## src/gst_consts.svh

```systemverilog
// constants for the global strobe and test register bank
`ifndef GST_CONSTS_SVH
`define GST_CONSTS_SVH
`define GST_ADDR_LD_START   16'hF806
`define GST_ADDR_TEST_VAL   16'hF807
`define GST_ADDR_TEST_ENI   16'hF808
`define GST_ADDR_SYNC_OUT   16'hF809
`define GST_ADDR_SYNC_LOOP  16'hF80A
`define GST_ADDR_SIGNATURE  16'hF80B
`define GST_ADDR_SLOT_BASE  16'hF820
`define GST_SLOT_BASE_HI    11'h7C1
`define GST_LD_EXTRA        17'h00002
`define GST_LD_LAST         17'h00001
`define GST_STATUS_DONE_BIT 1
`define GST_CHAN_MSB        4
`define GST_CHAN_LSB        3
`define GST_DT_MSB          2
`define GST_DT_I_HI         3'h0
`define GST_DT_I_LO         3'h1
`define GST_DT_Q_HI         3'h2
`define GST_DT_Q_LO         3'h3
`define GST_DT_MAG_HI       3'h4
`define GST_DT_MAG_LO       3'h5
`define GST_DT_PHASE        3'h6
`define GST_DT_AGC          3'h7
`endif

```

## src/gst_pkg.sv

```systemverilog
// types for the global strobe and test register bank
package gst_pkg;
    typedef struct packed {
        logic [23:0] i_path;
        logic [23:0] q_path;
        logic [23:0] magnitude;
        logic [15:0] phase;
        logic [15:0] agc_gain;
    } gst_chan_data_t;

    typedef enum logic [1:0] {
        GST_LD_IDLE = 2'b00,
        GST_LD_RUN  = 2'b01,
        GST_LD_DONE = 2'b10
    } gst_ld_state_t;
endpackage : gst_pkg

```

## src/gst_regs.sv

```systemverilog
// global strobe, test input, sync and read order register bank
`include "gst_consts.svh"
`timescale 1ns/1ns
`default_nettype none
module gst_regs (
    // clock, reset, enable
    input  wire logic                       mclk_i,
    input  wire logic                       resetn_i,
    input  wire logic                       ce_i,
    // global write location port
    input  wire logic                       wr_en_i,
    input  wire logic [15:0]                wr_addr_i,
    input  wire logic [31:0]                wr_data_i,
    // readback port
    input  wire logic [15:0]                rd_addr_i,
    output logic      [31:0]                rd_data_o,
    // level detector
    input  wire logic                       ld_sample_i,
    input  wire logic [15:0]                ld_interval_i,
    input  wire logic                       ld_free_run_i,
    output logic                            ld_clear_o,
    output logic                            ld_accum_en_o,
    output logic      [15:0]                status_o,
    // host test input
    input  wire logic [3:0]                 eni_strobe_sel_i,
    input  wire logic [3:0]                 eni_level_i,
    output logic      [15:0]                test_value_o,
    output logic      [3:0]                 input_enable_strobe_o,
    // sync
    output logic                            sync_output_pin_o,
    input  wire logic                       sync_input_pin_i,
    output logic                            sync_in_o,
    // self test
    input  wire logic                       bist_done_i,
    input  wire logic [15:0]                bist_sig_i,
    output logic      [15:0]                expected_sig_o,
    // read order selection
    input  wire logic [4:0]                 slot_sel_i,
    input  wire gst_pkg::gst_chan_data_t    chan_data_i [4],
    output logic      [15:0]                fifo_word_o
);
    import gst_pkg::*;

    // address decode, strobes act on the write event alone
    // data ignored on strobes
    wire wr_start = wr_en_i && (wr_addr_i == `GST_ADDR_LD_START);
    wire wr_tval  = wr_en_i && (wr_addr_i == `GST_ADDR_TEST_VAL);
    wire wr_eni   = wr_en_i && (wr_addr_i == `GST_ADDR_TEST_ENI);
    wire wr_sync  = wr_en_i && (wr_addr_i == `GST_ADDR_SYNC_OUT);
    wire wr_loop  = wr_en_i && (wr_addr_i == `GST_ADDR_SYNC_LOOP);
    wire wr_sig   = wr_en_i && (wr_addr_i == `GST_ADDR_SIGNATURE);
    wire wr_slot  = wr_en_i && (wr_addr_i[15:5] == `GST_SLOT_BASE_HI);

    // level detector interval sequencer
    gst_ld_state_t state_q;
    gst_ld_state_t state_d;
    logic [16:0]   count_q;
    logic [16:0]   count_d;
    logic          done_q;
    wire           expire = (state_q == GST_LD_RUN) && ld_sample_i
                            && (count_q == `GST_LD_LAST);
    wire [16:0]    count_load = {1'b0, ld_interval_i} + `GST_LD_EXTRA;

    always_comb begin
        state_d = state_q;
        count_d = count_q;
        case (state_q)
            GST_LD_IDLE: begin
                state_d = GST_LD_IDLE;
            end
            GST_LD_RUN: begin
                if (expire) begin
                    state_d = GST_LD_DONE;
                end else if (ld_sample_i) begin
                    count_d = count_q - `GST_LD_LAST;
                end
            end
            GST_LD_DONE: begin
                state_d = GST_LD_DONE;
            end
            default: begin
                state_d = GST_LD_IDLE;
            end
        endcase
        if (wr_start) begin
            state_d = GST_LD_RUN;
            count_d = count_load;
        end
    end

    // done flag: expiry wins over the clearing start
    // expiry sets status
    wire done_d = expire || (done_q && !wr_start);
    wire accum_d = (state_d == GST_LD_RUN) || ld_free_run_i;

    always_ff @(posedge mclk_i or negedge resetn_i) begin
        if (!resetn_i) begin
            state_q       <= GST_LD_IDLE;
            count_q       <= 17'h00000;
            done_q        <= 1'b0;
            ld_clear_o    <= 1'b0;
            ld_accum_en_o <= 1'b0;
        end else if (ce_i) begin
            state_q       <= state_d;
            count_q       <= count_d;
            done_q        <= done_d;
            ld_clear_o    <= wr_start;
            ld_accum_en_o <= accum_d;
        end
    end

    // status word shows the done flag
    always_comb begin
        status_o = 16'h0000;
        status_o[`GST_STATUS_DONE_BIT] = done_q;
    end

    // test input value and per-channel enable
    // level or strobe select
    wire [3:0] eni_d = (eni_strobe_sel_i & {4{wr_eni}})
                       | (~eni_strobe_sel_i & eni_level_i);

    always_ff @(posedge mclk_i or negedge resetn_i) begin
        if (!resetn_i) begin
            test_value_o          <= 16'h0000;
            input_enable_strobe_o <= 4'h0;
        end else if (ce_i) begin
            if (wr_tval) begin
                test_value_o <= wr_data_i[15:0];
            end
            input_enable_strobe_o <= eni_d;
        end
    end

    // sync pin synchroniser, three stages; a legal sync is one clock wide,
    // so the third stage is taken as it stands instead of waiting for
    // two stages to agree, which would swallow every sync pulse
    logic [2:0] sync_sy_q;

    always_ff @(posedge mclk_i or negedge resetn_i) begin
        if (!resetn_i) begin
            sync_sy_q         <= 3'h0;
            sync_output_pin_o <= 1'b0;
            sync_in_o         <= 1'b0;
        end else if (ce_i) begin
            sync_sy_q <= {sync_sy_q[1:0], sync_input_pin_i};
            sync_output_pin_o <= wr_sync || wr_loop;
            sync_in_o <= sync_sy_q[2] || wr_loop;
        end
    end

    // self test signature: low half host, high half device
    logic [15:0] sig_hi_q;

    always_ff @(posedge mclk_i or negedge resetn_i) begin
        if (!resetn_i) begin
            expected_sig_o <= 16'h0000;
            sig_hi_q       <= 16'h0000;
        end else if (ce_i) begin
            if (wr_sig) begin
                expected_sig_o <= wr_data_i[15:0];
            end
            if (bist_done_i) begin
                sig_hi_q <= bist_sig_i;
            end
        end
    end

    // read order slots
    logic [4:0] slot_q [32];

    always_ff @(posedge mclk_i or negedge resetn_i) begin
        if (!resetn_i) begin
            for (int k = 0; k < 32; k++) begin
                slot_q[k] <= 5'h00;
            end
        end else if (ce_i && wr_slot) begin
            slot_q[wr_addr_i[4:0]] <= wr_data_i[4:0];
        end
    end

    // data type selection for the current slot
    wire [4:0]           cur_slot = slot_q[slot_sel_i];
    wire [1:0]           cur_chan = cur_slot[`GST_CHAN_MSB:`GST_CHAN_LSB];
    wire [2:0]           cur_type = cur_slot[`GST_DT_MSB:0];
    wire gst_chan_data_t cd       = chan_data_i[cur_chan];
    logic [15:0]         fifo_d;

    always_comb begin
        case (cur_type)
            `GST_DT_I_HI:   fifo_d = cd.i_path[23:8];
            `GST_DT_I_LO:   fifo_d = {cd.i_path[7:0], 8'h00};
            `GST_DT_Q_HI:   fifo_d = cd.q_path[23:8];
            `GST_DT_Q_LO:   fifo_d = {cd.q_path[7:0], 8'h00};
            `GST_DT_MAG_HI: fifo_d = cd.magnitude[23:8];
            `GST_DT_MAG_LO: fifo_d = {cd.magnitude[7:0], 8'h00};
            `GST_DT_PHASE:  fifo_d = cd.phase;
            `GST_DT_AGC:    fifo_d = cd.agc_gain;
            default:        fifo_d = 16'h0000;
        endcase
    end

    // readback mux, unmapped locations read zero
    wire rd_slot = (rd_addr_i[15:5] == `GST_SLOT_BASE_HI);
    wire [31:0] rd_d =
        (rd_addr_i == `GST_ADDR_TEST_VAL)  ? {16'h0000, test_value_o} :
        (rd_addr_i == `GST_ADDR_SIGNATURE) ? {sig_hi_q, expected_sig_o} :
        rd_slot ? {27'h0000000, slot_q[rd_addr_i[4:0]]} : 32'h00000000;

    always_ff @(posedge mclk_i or negedge resetn_i) begin
        if (!resetn_i) begin
            rd_data_o   <= 32'h00000000;
            fifo_word_o <= 16'h0000;
        end else if (ce_i) begin
            rd_data_o   <= rd_d;
            fifo_word_o <= fifo_d;
        end
    end

    // checks
    a_start_clears: assert property (@(posedge mclk_i) disable iff (!resetn_i)
        (ce_i && wr_start) |=> (ld_clear_o && state_q == GST_LD_RUN))
        else $error("start write did not restart detector");
    a_expire_done: assert property (@(posedge mclk_i) disable iff (!resetn_i)
        (ce_i && expire && !wr_start) |=> status_o[1])
        else $error("expiry did not set status bit");
    a_interval_load: assert property (@(posedge mclk_i) disable iff (!resetn_i)
        (ce_i && wr_start) |=> count_q == {1'b0, $past(ld_interval_i)} + 17'h2)
        else $error("interval count not loaded plus two");
    a_test_value: assert property (@(posedge mclk_i) disable iff (!resetn_i)
        (ce_i && wr_tval) |=> test_value_o == $past(wr_data_i[15:0]))
        else $error("test value not stored");
    a_eni_level: assert property (@(posedge mclk_i) disable iff (!resetn_i)
        (ce_i && !eni_strobe_sel_i[0])
        |=> input_enable_strobe_o[0] == $past(eni_level_i[0]))
        else $error("level enable not followed");
    a_eni_strobe: assert property (@(posedge mclk_i) disable iff (!resetn_i)
        (ce_i && eni_strobe_sel_i[1]) |=>
        input_enable_strobe_o[1] == $past(wr_eni))
        else $error("strobe enable wrong");
    a_sync_width: assert property (@(posedge mclk_i) disable iff (!resetn_i)
        (ce_i && wr_sync) ##1 (ce_i && !wr_sync && !wr_loop)
        |-> sync_output_pin_o ##1 !sync_output_pin_o)
        else $error("sync pulse not one clock");
    a_loop_feed: assert property (@(posedge mclk_i) disable iff (!resetn_i)
        (ce_i && wr_loop) |=> (sync_output_pin_o && sync_in_o))
        else $error("loopback pulse missing");
    a_sig_upper: assert property (@(posedge mclk_i) disable iff (!resetn_i)
        (ce_i && bist_done_i) |=> sig_hi_q == $past(bist_sig_i))
        else $error("signature upper half not captured");
    a_slot_write: assert property (@(posedge mclk_i) disable iff (!resetn_i)
        (ce_i && wr_slot) |=>
        slot_q[$past(wr_addr_i[4:0])] == $past(wr_data_i[4:0]))
        else $error("read order slot not written");
    a_free_run: assert property (@(posedge mclk_i) disable iff (!resetn_i)
        (ce_i && ld_free_run_i) |=> ld_accum_en_o)
        else $error("free run stopped accumulating");
    a_clear_pulse: assert property (@(posedge mclk_i) disable iff (!resetn_i)
        (ce_i && !wr_start) |=> !ld_clear_o)
        else $error("detector clear wider than one clock");
    a_done_cleared: assert property (@(posedge mclk_i) disable iff (!resetn_i)
        (ce_i && wr_start && !expire) |=> !status_o[1])
        else $error("start write left done flag set");
    a_eni_single: assert property (@(posedge mclk_i) disable iff (!resetn_i)
        (ce_i && eni_strobe_sel_i[2] && !wr_eni)
        |=> !input_enable_strobe_o[2])
        else $error("strobe enable held beyond one clock");
    a_fifo_i_upper: assert property (@(posedge mclk_i) disable iff (!resetn_i)
        (ce_i && cur_type == `GST_DT_I_HI)
        |=> fifo_word_o == $past(cd.i_path[23:8]))
        else $error("fifo word not upper in-phase bits");
    a_fifo_gain: assert property (@(posedge mclk_i) disable iff (!resetn_i)
        (ce_i && cur_type == `GST_DT_AGC)
        |=> fifo_word_o == $past(cd.agc_gain))
        else $error("fifo word not gain bits");
endmodule : gst_regs
`default_nettype wire

```

## config.mk

```make
export PLATFORM = sky130hd
export DESIGN_NAME = gst_regs
export DESIGN_NICKNAME = d
export VERILOG_FILES = /design/src/gst_pkg.sv /design/src/gst_regs.sv
export VERILOG_INCLUDE_DIRS = /design/src
export SDC_FILE = /design/constraint.sdc
export NUM_CORES = 1
export LEC_CHECK = 0
export BUFFER_PORTS_ARGS = -buffer_cell sky130_fd_sc_hd__clkbuf_2
export CAP_MARGIN = 20
export CORE_AREA = 2 2 250 252
export DETAILED_ROUTE_END_ITERATION = 10
export DIE_AREA = 0 0 252 254
export PLACE_DENSITY_LB_ADDON = 0.2
export SYNTH_ARGS = -nofsm -noshare
export SYNTH_HDL_FRONTEND = slang
export SYNTH_SLANG_ARGS = --single-unit
export TNS_END_PERCENT = 50
```

## constraint.sdc

```tcl
create_clock -name mclk_i -period 2.57 [get_ports mclk_i]
set_input_delay 0.514 -clock mclk_i [delete_from_list [all_inputs] [get_ports mclk_i]]
set_output_delay 0.514 -clock mclk_i [all_outputs]
set_load 0.02 [all_outputs]
```

==> implementation parameters <==
Parameter                              Value

Placed design
  HPWL reported at the end of detailed placement    ~83 mm
  Cell count after placement    approximately 3400
  Final estimated routing congestion in global placement    1.10
  Number of port buffers    roughly 610

Die
  Placeable core region    between 0.06 and 0.07 mm2
  Number of ports placed on the die boundary    roughly 640
  Starting density of the core    0.307
  Die height    around 250 um
  Die X-Extent    ~250 um
  Area of the die    about 0.064 mm2
  Row count    91

Power
  Max IR drop VDD    about 440 uV
  Power density cells    between 500 and 600 mW/mm2
  Static Leakage    around 14 nW

Clock tree
  TritonCTS Sinks    roughly 290
  Number of levels the H-tree was split into    2
  Clock latency on the worst-skew pair    roughly 580 ps
  TritonCTS clock tree    done
  Clock transition at the registers of the reported paths    around 60 ps
  TritonCTS buffer count    38
  Max clock buf depth    3
  Cell at the root of the clock tree    sky130_fd_sc_hd__clkbuf_16

STA
  Final hold vios    0
  Highest clock rate    ~370 MHz
  Worst-margin pin slew    between 900 and 1000 ps
  Min setup slack post-route    -124 ps
  Clock Skews    roughly 33 ps
  Worst-case headroom to the max-slew limit    0.377
  Minimum period implied by the final worst setup slack    2690 ps
  Setup repair after global routing missed its margin    true
  Count of final max-slew check failures    0
  Crit share post-route    1.05
  # setup viols final    11

Detailed routing
  Detailed router's first-iteration violation count    around 1600
  Total number of vias    19000
  Number of remaining DRC errors    0
  1st-pass router iterations    5
  Via-per-instance ratio    between 5 and 6
  Antenna Nets Post-Route    0
  Wire per inst    29.3 um
  Detailed-route wire length    102 mm

Worst setup path
  Slowest Stage Delay on Critical Path    410 ps
  Required time at the worst-slack endpoint    3000 ps
  Critical Path Source Type    register
  Top delay family on crit path    multiplexers
  Largest fanout on the critical path    5
  Max stage delay cell, worst path    sky130_fd_sc_hd__dfrtp_1
  Most numerous cell on the critical path    sky130_fd_sc_hd__mux2i_2
  Endpoint arrival time on the critical path    3130 ps
  Combined buffer and inverter count along the critical path    4
  Type of element capturing the critical path    register
  WS Path Type    register to register
  Chain of cells forming the critical path    mux2i_2, a22oi_2, nand3_2, nand4_4, buf_12, buf_12, buf_6, mux2i_2, mux2i_2, a22o_4, nor4_4, buf_4, a21oi_2

Logic synthesis
  Leading post-synthesis cells by cell area    sky130_fd_sc_hd__dfrtp_1 38%, sky130_fd_sc_hd__mux2_2 16%, sky130_fd_sc_hd__mux2i_1 12%
  Arithmetic-cell share of the synthesized area counting full adders, half adders and majority gates    0.00332
  Simple-gate area share of the yosys netlist    0.104
  Area share of the largest cell type after synthesis    0.382
  Combinational family with the most area after synthesis    multiplexers
  Synth Area in Compound Gates    0.108
  Fraction of registers with async set/reset    1.00
  Synth Flop Type    sky130_fd_sc_hd__dfrtp_1
  Cell taking the most area after synthesis    sky130_fd_sc_hd__dfrtp_1
  Post-synthesis share of cell area spent on xor and xnor gates    0.00559
  Post-synthesis sequential area ratio    0.382
  Average instance area after synthesis    roughly 11 um2
  Number of distinct library cells after synthesis    75
  Number of cells produced by synthesis    1744
  Combined area of all synthesized cells    between 0.015 and 0.02 mm2
  Proportion of synthesized area in mux cells    0.344
  Number of register bits inferred by synthesis    287
  Number of warnings printed during yosys synthesis    0
  Post-synth EDFFs    0

Global routing
  Vias in the first global route    about 19000
  Residual overflow from global routing    0
  Initial antenna violation count    26
  Total global-route track usage    0.308
  Largest net degree at the start of global routing    73
  Wire length of the first global-routing pass    ~140 mm

Layout
  Number of filler cells placed in the layout    approximately 6000
  Count of placed standard cells in the final layout, fillers left out    around 3500
  Ratio of cells with drive above 1 in the final layout    0.582
  Number of nets at the end of the flow    between 3000 and 4000
  Area growth from synthesis to final layout    49.5%
  Commonest cells after routing, fill and taps aside    602 x sky130_fd_sc_hd__clkbuf_2, 317 x sky130_fd_sc_hd__buf_4, 284 x sky130_fd_sc_hd__dfrtp_1
  Fraction of the core area covered by cells at the end of the flow    0.459
  Most common library cell in the layout ignoring fill and taps    sky130_fd_sc_hd__clkbuf_2

Hold path
  Class of the worst hold path    input port to register

Run status
  Violations in the final reports    setup timing
  Run status    complete, but fails checks

Job
  Max-Cap Viols    0
==> flip-flops by register name, indices dropped and copies added (netlist names) <==
register	cells
input_enable_strobe_o	4
sig_hi_q	16
ld_accum_en_o	1
state_q	2
sync_in_o	1
sync_sy_q	3
count_q	17
ld_clear_o	1
fifo_word_o	16
done_q	1
slot_q	160
sync_output_pin_o	1
test_value_o	16
rd_data_o	32
expected_sig_o	16
==> stage by stage <==
step | total power [mW] | hold WS, ps | instance area [um2] | worst slack (ps) | setup TNS, ps
after floorplan | 6.46 | 218 | 19100 | -297 | -16620
after global placement | 8.17 | 440 | 25200 | -1120 | -82170
after detailed placement | 8.18 | 444 | 25200 | -1130 | -86650
after CTS | 14.1 | 143 | 27400 | -204 | -1270
after global routing | 14.7 | 153 | 28100 | -195 | -2110
final | 14.2 | 172 | 28100 | -124 | -739
==> per-layer routing <==
| layer | share of wire | track usage | vias up |
|---|---|---|---|
| li1 | - | - | 8374 |
| met1 | 0.42 | 0.406 | 9667 |
| met2 | 0.48 | 0.502 | 839 |
| met3 | 0.071 | 0.0581 | 162 |
| met4 | 0.038 | 0.113 | 6 |
| met5 | 0.00032 | 0 | - |
==> cell families (layout without fill, tap and decap cells) <==
logic type	Yosys count	in the layout
muxes	551	551
adders and majority gates	5	5
buffers and inverters	176	1099
xor gates and xnor gates	12	12
and+or+nand+nor	406	406
DFF	287	287
AOI/OAI and AO/OA	306	306
other	1	30
==> cell type report <==
cell class,instances,area (um2),share of cell area
diodes,15,37.5,0.00133
clock buffers,54,1080,0.0385
clock inverters,15,181,0.00645
inverters,31,116,0.00414
multi-input cells,1295,11800,0.419
flip-flops and latches,287,7190,0.255
well taps,790,988,0.0351
repair buffers,999,6760,0.240
==> final timing paths <==
kind	startpoint	endpoint	slack [ps]	cells after the start
setup / recovery	slot_q[4]	fifo_word_o[9]	-120	13
hold / removal	bist_sig_i[1]	sig_hi_q[1]	170	2
setup reg to reg	slot_q[4]	fifo_word_o[9]	-120	13
hold reg to reg	sync_output_pin_o	sync_output_pin_o	480	1
max in group asynchronous	resetn_i	test_value_o[4]	1290	3
min in group asynchronous	resetn_i	count_q[0]	440	2
==> Yosys cell counts (12+ instances only) <==
| cell | count |
|---|---|
| sky130_fd_sc_hd__dfrtp_1 | 287 |
| sky130_fd_sc_hd__mux2_2 | 265 |
| sky130_fd_sc_hd__mux2i_1 | 232 |
| sky130_fd_sc_hd__nor2_1 | 132 |
| sky130_fd_sc_hd__nand2_1 | 107 |
| sky130_fd_sc_hd__a21oi_1 | 76 |
| sky130_fd_sc_hd__nand3_1 | 56 |
| sky130_fd_sc_hd__o21ai_0 | 51 |
| sky130_fd_sc_hd__mux4_2 | 50 |
| sky130_fd_sc_hd__clkbuf_1 | 47 |
| sky130_fd_sc_hd__buf_2 | 37 |
| sky130_fd_sc_hd__a22oi_1 | 31 |
| sky130_fd_sc_hd__inv_1 | 31 |
| sky130_fd_sc_hd__buf_4 | 30 |
| sky130_fd_sc_hd__o22ai_1 | 28 |
| sky130_fd_sc_hd__a31oi_1 | 26 |
| sky130_fd_sc_hd__nor3_1 | 18 |
| sky130_fd_sc_hd__nand4_1 | 17 |
| sky130_fd_sc_hd__a221oi_1 | 16 |
| sky130_fd_sc_hd__a211oi_1 | 15 |
| sky130_fd_sc_hd__buf_6 | 13 |
| sky130_fd_sc_hd__buf_1 | 12 |
==> where the power goes <==
group	internal (mW)	switching, mW
Sequential	4.66	0.146
Combinational	1.79	2.09
Clock	3.26	2.21
Total	9.71	4.45
==> timing repair <==
| item | 4_1_cts | 5_1_grt |
|---|---|---|
| cloned | 8 | 1 |
| endpoints found under the setup margin | 20 | 54 |
| pin swaps | 32 | 49 |
| buffers inserted | 27 | 22 |
| resized for setup | 116 | 139 |
| hold endpoints to repair | 39 | 0 |
| hold buffers | 1 | 0 |
Power figures use the tool's default switching activity.
